==> src/design/ppslc_regs.svh <==
// Register offsets, field positions, reset values and codes of the port status block
`ifndef PPSLC_REGS_SVH
`define PPSLC_REGS_SVH

`define PPSLC_OFF_ERR_STATUS 8'hC8
`define PPSLC_OFF_LINK_CAPS 8'hCC

`define PPSLC_ST_CORR_BIT 16
`define PPSLC_ST_NONFATAL_BIT 17
`define PPSLC_ST_FATAL_BIT 18
`define PPSLC_ST_UNSUP_BIT 19
`define PPSLC_ST_AUX_BIT 20
`define PPSLC_ST_PEND_BIT 21
`define PPSLC_ST_AUX_RST 1'h1

`define PPSLC_SPEED_2G5 4'h1
`define PPSLC_SPEED_5G0 4'h2
`define PPSLC_SPEED_RST 4'h2
`define PPSLC_WIDTH_X4 6'h04
`define PPSLC_WIDTH_X1 6'h01
`define PPSLC_ASPM_RST 2'h0
`define PPSLC_L0S_LAT_RST 3'h3
`define PPSLC_L1_LAT_RST 3'h0
`define PPSLC_CLKPM_RST 1'h1
`define PPSLC_SURPRISE_RST 1'h0
`define PPSLC_DLLA_RST 1'h1

`define PPSLC_L0S_EXIT_MIN_NS 256
`define PPSLC_L1_EXIT_MIN_US 16
`define PPSLC_CLK_PERIOD_NS 20
`define PPSLC_L0S_EXIT_CYC ((`PPSLC_L0S_EXIT_MIN_NS + `PPSLC_CLK_PERIOD_NS - 1) / `PPSLC_CLK_PERIOD_NS)

`endif

==> src/design/ppslc_pkg.sv <==
// Types shared by the port status and link capability block
package ppslc_pkg;

  typedef struct packed {
    logic [7:0] port_num;
    logic [1:0] rsvd_hi;
    logic bw_notify;
    logic dlla_rep;
    logic surprise;
    logic clk_pm;
    logic [2:0] l1_lat;
    logic [2:0] l0s_lat;
    logic [1:0] aspm;
    logic [5:0] max_width;
    logic [3:0] max_speed;
  } ppslc_caps_t;

  typedef struct packed {
    logic corr;
    logic nonfatal;
    logic fatal;
    logic unsup;
  } ppslc_err_t;

  typedef struct packed {
    logic valid;
    logic [1:0] aspm;
    logic [2:0] l0s_lat;
    logic [2:0] l1_lat;
    logic clk_pm;
    logic surprise;
    logic dlla_rep;
    logic [7:0] port_num;
  } ppslc_load_t;

  typedef enum logic [1:0] {
    PPSLC_IDLE,
    PPSLC_READ
  } ppslc_rd_state_t;

  typedef struct packed {
    ppslc_err_t err;
    logic aux;
    ppslc_caps_t caps;
    logic [31:0] rdata;
    logic rvalid;
    ppslc_rd_state_t rd_st;
  } ppslc_state_t;

endpackage

==> src/design/ppslc_top.sv <==
// Device status and link capability registers of one switch port
// Summary of operation
// RQ1: Correctable error sets status bit 16; sticky, write one clears, resets zero.
// RQ2: Non-fatal error sets status bit 17; write one clears, resets zero.
// RQ3: Fatal error sets status bit 18; write one clears, resets zero.
// RQ4: Unsupported request sets status bit 19; write one clears, resets zero.
// RQ5: Error flags log regardless of the reporting enables in device control.
// RQ6: Status bit 20 shows auxiliary power present, read only, resets one.
// RQ7: Transactions pending bit 21 always reads zero.
// RQ8: Max link speed in bits 3:0, 1 is 2.5G, 2 is 5G, resets 2.
// RQ9: Max width bits 9:4, x4 on upstream in four-lane mode, else x1.
// RQ10: ASPM support bits 11:10 read only, resets to zero.
// RQ11: L0s exit latency code bits 14:12 resets to three.
// RQ12: L1 exit latency code bits 17:15 resets to zero.
// RQ13: Clock power management bit 18 is one upstream, zero downstream.
// RQ14: Data link active reporting bit 20 one downstream, zero upstream.
// RQ15: Bandwidth notification bit 21 reads zero on every port.
// RQ16: Port number in bits 31:24 resets to the port index.
// RQ17: Loadable capability defaults may be overwritten by the serial loader.
// RQ18: Only a written one clears a status bit; reserved bits read zero.
`timescale 1ns/1ps
`include "ppslc_regs.svh"

module ppslc_top import ppslc_pkg::*; #(
  parameter logic [7:0] PORT_INDEX = 8'h00,
  parameter bit IS_UPSTREAM = 1'b1,
  parameter bit X4_MODE = 1'b0
) (
  // Clock and reset
  input wire logic CLK_I,
  input wire logic RST_N_I,
  // Configuration register port
  input wire logic CFG_RD_I,
  input wire logic CFG_WR_I,
  input wire logic [7:0] CFG_ADDR_I,
  input wire logic [31:0] CFG_WDATA_I,
  input wire logic [3:0] CFG_BE_I,
  output logic [31:0] CFG_RDATA_O,
  output logic CFG_RVALID_O,
  // Error events from the port
  input wire ppslc_err_t ERR_EVT_I,
  input wire logic AUX_PWR_I,
  // Serial loader capability override
  input wire ppslc_load_t LOAD_I,
  // Capability fields and error flags for the link logic
  output ppslc_caps_t LINK_CAPS_O,
  output logic [3:0] ERR_STATUS_O
);

  // Refuse configurations that no port of the switch can take
  if (PORT_INDEX > 8'h05) begin : g_bad_index
    $error("PORT_INDEX out of range");
  end
  if (X4_MODE && !IS_UPSTREAM) begin : g_bad_x4
    $error("X4_MODE applies to the upstream port only");
  end

  ppslc_state_t st_ff;
  ppslc_state_t nxt_st;
  ppslc_caps_t caps_rst;
  ppslc_err_t clr;
  logic wr_stat;

  always_comb begin
    caps_rst = '0;
    caps_rst.max_speed = `PPSLC_SPEED_RST; // see RQ8
    caps_rst.max_width = (IS_UPSTREAM && X4_MODE) ? `PPSLC_WIDTH_X4 : `PPSLC_WIDTH_X1; // see RQ9
    caps_rst.aspm = `PPSLC_ASPM_RST; // see RQ10
    caps_rst.l0s_lat = `PPSLC_L0S_LAT_RST; // see RQ11
    caps_rst.l1_lat = `PPSLC_L1_LAT_RST; // see RQ12
    caps_rst.clk_pm = IS_UPSTREAM ? `PPSLC_CLKPM_RST : 1'h0; // see RQ13
    caps_rst.surprise = `PPSLC_SURPRISE_RST;
    caps_rst.dlla_rep = IS_UPSTREAM ? 1'h0 : `PPSLC_DLLA_RST; // see RQ14
    caps_rst.bw_notify = 1'h0; // see RQ15
    caps_rst.port_num = PORT_INDEX; // see RQ16
  end

  // Status bits sit in byte lane 2, so clears need that lane enabled
  assign wr_stat = CFG_WR_I && CFG_BE_I[2] && (CFG_ADDR_I == `PPSLC_OFF_ERR_STATUS);

  always_comb begin
    clr.corr = wr_stat && CFG_WDATA_I[`PPSLC_ST_CORR_BIT]; // see RQ18
    clr.nonfatal = wr_stat && CFG_WDATA_I[`PPSLC_ST_NONFATAL_BIT];
    clr.fatal = wr_stat && CFG_WDATA_I[`PPSLC_ST_FATAL_BIT];
    clr.unsup = wr_stat && CFG_WDATA_I[`PPSLC_ST_UNSUP_BIT];
  end

  always_comb begin
    nxt_st = st_ff;
    // Set beats clear so an event on the clearing write is not lost
    nxt_st.err = (st_ff.err & ~clr) | ERR_EVT_I; // see RQ1, RQ2, RQ3, RQ4, RQ5
    nxt_st.aux = AUX_PWR_I; // see RQ6
    if (LOAD_I.valid) begin // see RQ17
      nxt_st.caps.aspm = LOAD_I.aspm;
      nxt_st.caps.l0s_lat = LOAD_I.l0s_lat;
      nxt_st.caps.l1_lat = LOAD_I.l1_lat;
      nxt_st.caps.clk_pm = IS_UPSTREAM ? LOAD_I.clk_pm : 1'h0; // see RQ13
      nxt_st.caps.surprise = LOAD_I.surprise;
      nxt_st.caps.dlla_rep = IS_UPSTREAM ? 1'h0 : LOAD_I.dlla_rep; // see RQ14
      nxt_st.caps.port_num = LOAD_I.port_num;
    end
    nxt_st.caps.bw_notify = 1'h0; // see RQ15
    nxt_st.caps.rsvd_hi = 2'h0;
    nxt_st.rvalid = 1'b0;
    case (st_ff.rd_st)
      PPSLC_IDLE: begin
        if (CFG_RD_I) begin
          nxt_st.rvalid = 1'b1;
          nxt_st.rd_st = PPSLC_READ;
          case (CFG_ADDR_I)
            `PPSLC_OFF_ERR_STATUS: begin
              nxt_st.rdata = '0; // see RQ18
              nxt_st.rdata[`PPSLC_ST_CORR_BIT] = st_ff.err.corr;
              nxt_st.rdata[`PPSLC_ST_NONFATAL_BIT] = st_ff.err.nonfatal;
              nxt_st.rdata[`PPSLC_ST_FATAL_BIT] = st_ff.err.fatal;
              nxt_st.rdata[`PPSLC_ST_UNSUP_BIT] = st_ff.err.unsup;
              nxt_st.rdata[`PPSLC_ST_AUX_BIT] = st_ff.aux;
              nxt_st.rdata[`PPSLC_ST_PEND_BIT] = 1'b0; // see RQ7
            end
            `PPSLC_OFF_LINK_CAPS: begin
              nxt_st.rdata = st_ff.caps;
            end
            default: begin
              nxt_st.rdata = '0;
            end
          endcase
        end
      end
      PPSLC_READ: begin
        // One idle cycle between reads keeps each answer a clean pulse
        nxt_st.rd_st = PPSLC_IDLE;
      end
      default: begin
        nxt_st.rd_st = PPSLC_IDLE;
      end
    endcase
  end

  always_ff @(posedge CLK_I) begin
    if (!RST_N_I) begin
      st_ff.err <= '0;
      st_ff.aux <= `PPSLC_ST_AUX_RST;
      st_ff.caps <= caps_rst;
      st_ff.rdata <= '0;
      st_ff.rvalid <= 1'b0;
      st_ff.rd_st <= PPSLC_IDLE;
    end else begin
      st_ff <= nxt_st;
    end
  end

  assign CFG_RDATA_O = st_ff.rdata;
  assign CFG_RVALID_O = st_ff.rvalid;
  assign LINK_CAPS_O = st_ff.caps;
  assign ERR_STATUS_O = st_ff.err;
endmodule

==> config.mk <==
export PLATFORM = sky130hd
export DESIGN_NAME = ppslc_top
export DESIGN_NICKNAME = d
export VERILOG_FILES = /design/src/design/ppslc_pkg.sv /design/src/design/ppslc_top.sv
export VERILOG_INCLUDE_DIRS = /design/src /design/src/design
export SDC_FILE = /design/constraint.sdc
export NUM_CORES = 1
export LEC_CHECK = 0
export BUFFER_PORTS_ARGS = -buffer_cell sky130_fd_sc_hd__buf_2
export CAP_MARGIN = 20
export CORE_MARGIN = 4
export CORE_UTILIZATION = 43
export CTS_BUF_LIST = sky130_fd_sc_hd__clkbuf_4
export CTS_CLUSTER_DIAMETER = 80
export DETAILED_ROUTE_END_ITERATION = 10
export PLACE_DENSITY = 0.93
export SYNTH_ARGS = -nofsm -noshare
export SYNTH_HDL_FRONTEND = slang
export SYNTH_SLANG_ARGS = --single-unit
==> constraint.sdc <==
create_clock -name CLK_I -period 1.75 [get_ports CLK_I]
set_input_delay 0.35 -clock CLK_I [delete_from_list [all_inputs] [get_ports CLK_I]]
set_output_delay 0.35 -clock CLK_I [all_outputs]
set_load 0.005 [all_outputs]
# == After elaboration in Yosys (flattened, before gate mapping) ==
# Cells that the tools add are included.
# classes
bitwise,3
muxes,2
n_reduce_logical,9
n_eq_ne,2
# ops
cell,n
$pmux 32 s2,1
$eq 8x8->1 const B,2
$logic_and 1x1->1,6
$and 4x4->4,1
$not 4->4,1
$or 4x4->4,1
$reduce_and 2->1,2
$mux 3,1
$logic_not 2->1,1
# word_totals
regBits,60
elab_cells,32
input_bits,73

# == Longest topological paths before layout ==
# depth
word_depth,6
depth_mapped,5
depth_no_buf,3

# == Least setup slack after synthesis ==
# Ideal clock, no wire load.
# synth_path
path_type,input to register
from,input port CFG_ADDR_I[1]
to,register st_ff (netlist bit CFG_RDATA_O[20])
setup_slack_ps,262
path_buffers,0
cell_stages,3
arrival_ps,1422
path_cell_list,or4b_4 > or4_4 > a21oi_2
# synth_between
elab_chain_cells,2
word_cells_on_any_way,3
# synth_lines
item,line_no,source
"start, declared",ppslc_top.sv:35,"input wire logic [7:0] CFG_ADDR_I,"
$eq 8x8->1,ppslc_top.sv:110,case (CFG_ADDR_I)
$pmux 32 s2 *,ppslc_top.sv:110,
"end signal, assigned",ppslc_top.sv:148,st_ff <= nxt_st;
"end, declared",ppslc_top.sv:58,ppslc_state_t st_ff;
# Mark *: on every way between the ends. The rest lies on a longest branch, timed or not.
# A chain may end at the register's enable or synchronous reset.

# == Worst setup path after layout ==
# layout_path
from,register st_ff[0] (netlist bit)
to,register st_ff (netlist bit CFG_RDATA_O[29])
# layout_between
elab_chain_cells,2
# layout_lines
item,line_no,source
$logic_not 2->1,ppslc_top.sv:105,case (st_ff.rd_st)
$reduce_and 2->1 (no source line),--,
# No other way between the ends.

==> impl_metrics.py <==
metrics = {
    "timing": {
        "final_min_period_over_clock_period": 0.8189,
        "report.final.hold_viol_count": 0,
        "rsz_0062_raised_after_global_routing": "no",
        "setup_violations": 0,
        "tightest_slew_ns": 0.8142,
        "setup_slack_after_layout_ns": 0.3169,
        "timing.max_slew.rel_slack": 0.4569,
        "timing.setup.tns_ns": 0,
        "timing.final.crit_period_ns": 1.433,
        "report.final.slew_viol_count": 0,
        "fmax_ghz": 0.6978,
        "worst_clock_skew_ns": 0.005462,
    },
    "placement": {
        "global_placer_s_final_weighted_congestion": 0.6792,
        "place_hpwl_um": 3372,
        "port_buffers": 84,
        "pre_cts_ws_ns": 0.09388,
    },
    "global_route": {
        "grtUsageTotal": 0.1365,
        "grt-busiest-layer": "met2",
        "grt_pass1_vias": 1405,
        "antenna_found_initial": 0,
        "first_pass_grt_wire_length_um": 6699,
        "grt_util_met3": 0.04472,
        "grt_use_met2": 0.2423,
        "grt_max_degree": 19,
        "met1_usage": 0.1567,
        "grt_overflow_total": 0,
    },
    "clock_tree": {
        "cts.clk_slew.worst_paths_ns": 0.12,
        "cts-resized-gates": 0,
        "post_cts.repair.setup_buffers": 0,
        "tritoncts": "yes",
        "cts.root.buffer_cell": "sky130_fd_sc_hd__clkbuf_4",
        "clk_latency_ns": 0.34,
        "hold_buffers_post_cts": 0,
        "tritoncts_num_sinks": 45,
        "cts_max_path_buffers": 2,
        "htreeDepth": 2,
        "tritoncts.num_buffers": 5,
    },
    "logic_synthesis": {
        "synthMostInstantiatedCell": "sky130_fd_sc_hd__buf_4",
        "synth.top_cells.by_area": "sky130_fd_sc_hd__dfxtp_1, sky130_fd_sc_hd__buf_4, sky130_fd_sc_hd__mux2i_1, sky130_fd_sc_hd__a22o_1, sky130_fd_sc_hd__nor2_1",
        "synth_cell_types": 29,
        "postSynthRegisterBits": 45,
        "synth_flop_cell": "sky130_fd_sc_hd__dfxtp_1",
        "netlist_instances": 214,
        "synth.cell_area_um2": 2135,
        "muxShareOfSynthArea": 0.08441,
        "synth_largest_type_area_fraction": 0.4220,
        "avgSynthCellArea_um2": 9.975,
        "synth.yosys.warnings": 0,
        "ys_top_cells_by_count": "sky130_fd_sc_hd__buf_4, sky130_fd_sc_hd__dfxtp_1, sky130_fd_sc_hd__mux2i_1",
        "synth_top_family_by_area": "buffers and inverters",
        "yosys.area_share.adder": 0,
        "synth-compound-area-share": 0.1026,
        "synth_async_sr_flop_share": 0,
        "synth_simple_gate_area_share": 0.1243,
        "synth_top_area_cell": "sky130_fd_sc_hd__dfxtp_1",
        "synth_sequential_area_ratio": 0.4220,
        "synthXorXnorAreaFrac": 0,
        "synth-edff-count": 0,
    },
    "floorplan": {
        "fp-row-count": 25,
        "ios": 142,
        "placeableCoreArea_um2": 4755,
        "starting_density_of_the_core": 0.4489,
        "die_width_um": 78.46,
        "dieArea_um2": 6155,
        "die_h_um": 78.46,
    },
    "detailed_routing": {
        "drt-vias-per-instance": 4.383,
        "drt_pass1_iterations": 4,
        "via_count": 1429,
        "first_iter_violations": 35,
        "drt-total-wl_um": 4159,
        "routedWlPerCell_um": 12.76,
        "antenna_left": 0,
        "remaining_drc_errors": 0,
    },
    "critical_path": {
        "timing.reg2reg.setup_slack_ns": 0.32,
        "crit_required_ns": 2.03,
        "rr_startpoint": "st_ff[0]",
        "crit-reg2reg-capture": "CFG_RDATA_O[29]",
        "rr_worst_depth": 3,
        "setup.worst_path.end_class": "register",
        "critical_path_class": "reg2reg",
        "worst-endpoint-arrival_ns": 1.72,
        "startpoint_type": "register",
        "critPathMaxFanout": 14,
    },
    "final_layout": {
        "areaGrowthSynthToFinish_pct": 6.389,
        "filler_cell_count": 484,
        "nets": 331,
        "antenna_cells": 0,
        "drive_gt1_frac": 0.4015,
    },
    "min_path": {
        "hold_path.startpoint": "AUX_PWR_I",
        "timing.hold.worst.class": "in2reg",
        "timing.hold.worst_path_depth": 2,
        "hold_end": "st_ff[67]",
    },
    "power": {
        "power-per-cell-area_nw_per_um2": 772.5,
        "vdd_drop_max_mv": 0.4194,
        "leakage_power_of_the_design_nw": 1.205,
    },
    "job": {
        "maxCapViolations": 0,
    },
    "status": {
        "run_status": "completed",
    },
}
==> critical path, stage by stage (launching register included) <==
cell	delay [ns]
sky130_fd_sc_hd__dfxtp_1	0.34
sky130_fd_sc_hd__nand2b_1	0.12
sky130_fd_sc_hd__and2_0	0.66
sky130_fd_sc_hd__a22o_1	0.25
==> logic make-up (layout without fill, tap and decap cells) <==
family / after synthesis / in the layout
other cells: 2 / 25
buf+inv: 79 / 101
flops: 45 / 45
compound gates: 28 / 28
mux: 18 / 18
simple gates: 42 / 42
==> how the worst max path moves through the flow <==
stage | from | to | slack (ns)
3_5_place_dp | CFG_ADDR_I[1] | CFG_RDATA_O[20] | 0.09
4_1_cts | st_ff[0] | CFG_RDATA_O[29] | 0.26
2_1_floorplan | CFG_ADDR_I[1] | CFG_RDATA_O[20] | 0.26
6_report | st_ff[0] | CFG_RDATA_O[29] | 0.32
5_1_grt | st_ff[0] | CFG_RDATA_O[29] | 0.13
3_3_place_gp | CFG_ADDR_I[1] | CFG_RDATA_O[20] | 0.13
==> report_power, final <==
group	total (mW)	leakage (nW)	switching [mW]	internal [mW]
Combinational	0.196	0.801	0.102	0.0936
Clock	0.473	0.0354	0.304	0.169
Sequential	1.08	0.368	0.0252	1.06
==> placed cells by master, fill, tap and decap left out <==
| cell | n |
|---|---|
| sky130_fd_sc_hd__conb_1 | 25 |
| sky130_fd_sc_hd__nor4_4 | 1 |
| sky130_fd_sc_hd__o21a_1 | 1 |
| sky130_fd_sc_hd__and2_1 | 1 |
| sky130_fd_sc_hd__or4b_4 | 1 |
| sky130_fd_sc_hd__or2_2 | 1 |
| sky130_fd_sc_hd__mux2i_1 | 18 |
| sky130_fd_sc_hd__and3_1 | 4 |
| sky130_fd_sc_hd__buf_2 | 84 |
| sky130_fd_sc_hd__inv_1 | 4 |
| sky130_fd_sc_hd__nand3b_2 | 1 |
| sky130_fd_sc_hd__nor3b_1 | 4 |
| sky130_fd_sc_hd__nand2_1 | 6 |
| sky130_fd_sc_hd__a21oi_2 | 1 |
| sky130_fd_sc_hd__dfxtp_1 | 45 |
| sky130_fd_sc_hd__o21ai_0 | 4 |
| sky130_fd_sc_hd__clkbuf_4 | 6 |
| sky130_fd_sc_hd__and2_0 | 1 |
| sky130_fd_sc_hd__nand4bb_4 | 1 |
| sky130_fd_sc_hd__nor4_1 | 1 |
| sky130_fd_sc_hd__a22o_1 | 14 |
| sky130_fd_sc_hd__buf_4 | 5 |
| sky130_fd_sc_hd__nor3_1 | 1 |
| sky130_fd_sc_hd__a21oi_1 | 4 |
| sky130_fd_sc_hd__clkinv_2 | 2 |
| sky130_fd_sc_hd__a221o_1 | 4 |
| sky130_fd_sc_hd__or4_4 | 1 |
| sky130_fd_sc_hd__nand2b_1 | 2 |
| sky130_fd_sc_hd__nor2_1 | 16 |
==> flip-flops by register name (all words and copies together), names as in the netlist <==
| signal | flops |
|---|---|
| ERR_STATUS_O | 4 |
| CFG_RDATA_O | 20 |
| LINK_CAPS_O | 18 |
| st_ff | 2 |
| CFG_RVALID_O | 1 |
==> per-stage QoR <==
stage / hold WS, ns / power [mW] / utilization / cells / instance area (um^2)
after floorplan: 0.4405 / 1.282 / - / 237 / 2221
after CTS: 0.1836 / 1.788 / 0.4776 / 326 / 2271
final: 0.1945 / 1.754 / 0.4776 / 326 / 2271
after detailed placement: 0.4660 / 1.305 / 0.4661 / 318 / 2216
after global placement: 0.4486 / 1.298 / 0.4661 / 318 / 2216
after global routing: 0.2019 / 1.855 / 0.4776 / 326 / 2271
==> per-layer routing <==
layer  vias up  wire length [um]
met3         4               359
met1       639              1719
met5         -                 0
met4         0                36
li1        724                 -
met2        62              2043
==> layout make-up <==
class / count / area, um^2 / share of cell area
Sequential cell: 45 / 900.9 / 0.3967
Multi-Input combinational cell: 113 / 758.2 / 0.3339
Timing Repair Buffer: 89 / 457.9 / 0.2017
Tap cell: 67 / 83.83 / 0.03691
Clock buffer: 6 / 45.04 / 0.01983
Inverter: 4 / 15.01 / 0.006612
Clock inverter: 2 / 10.01 / 0.004408
(Power assumes the default switching activity.)
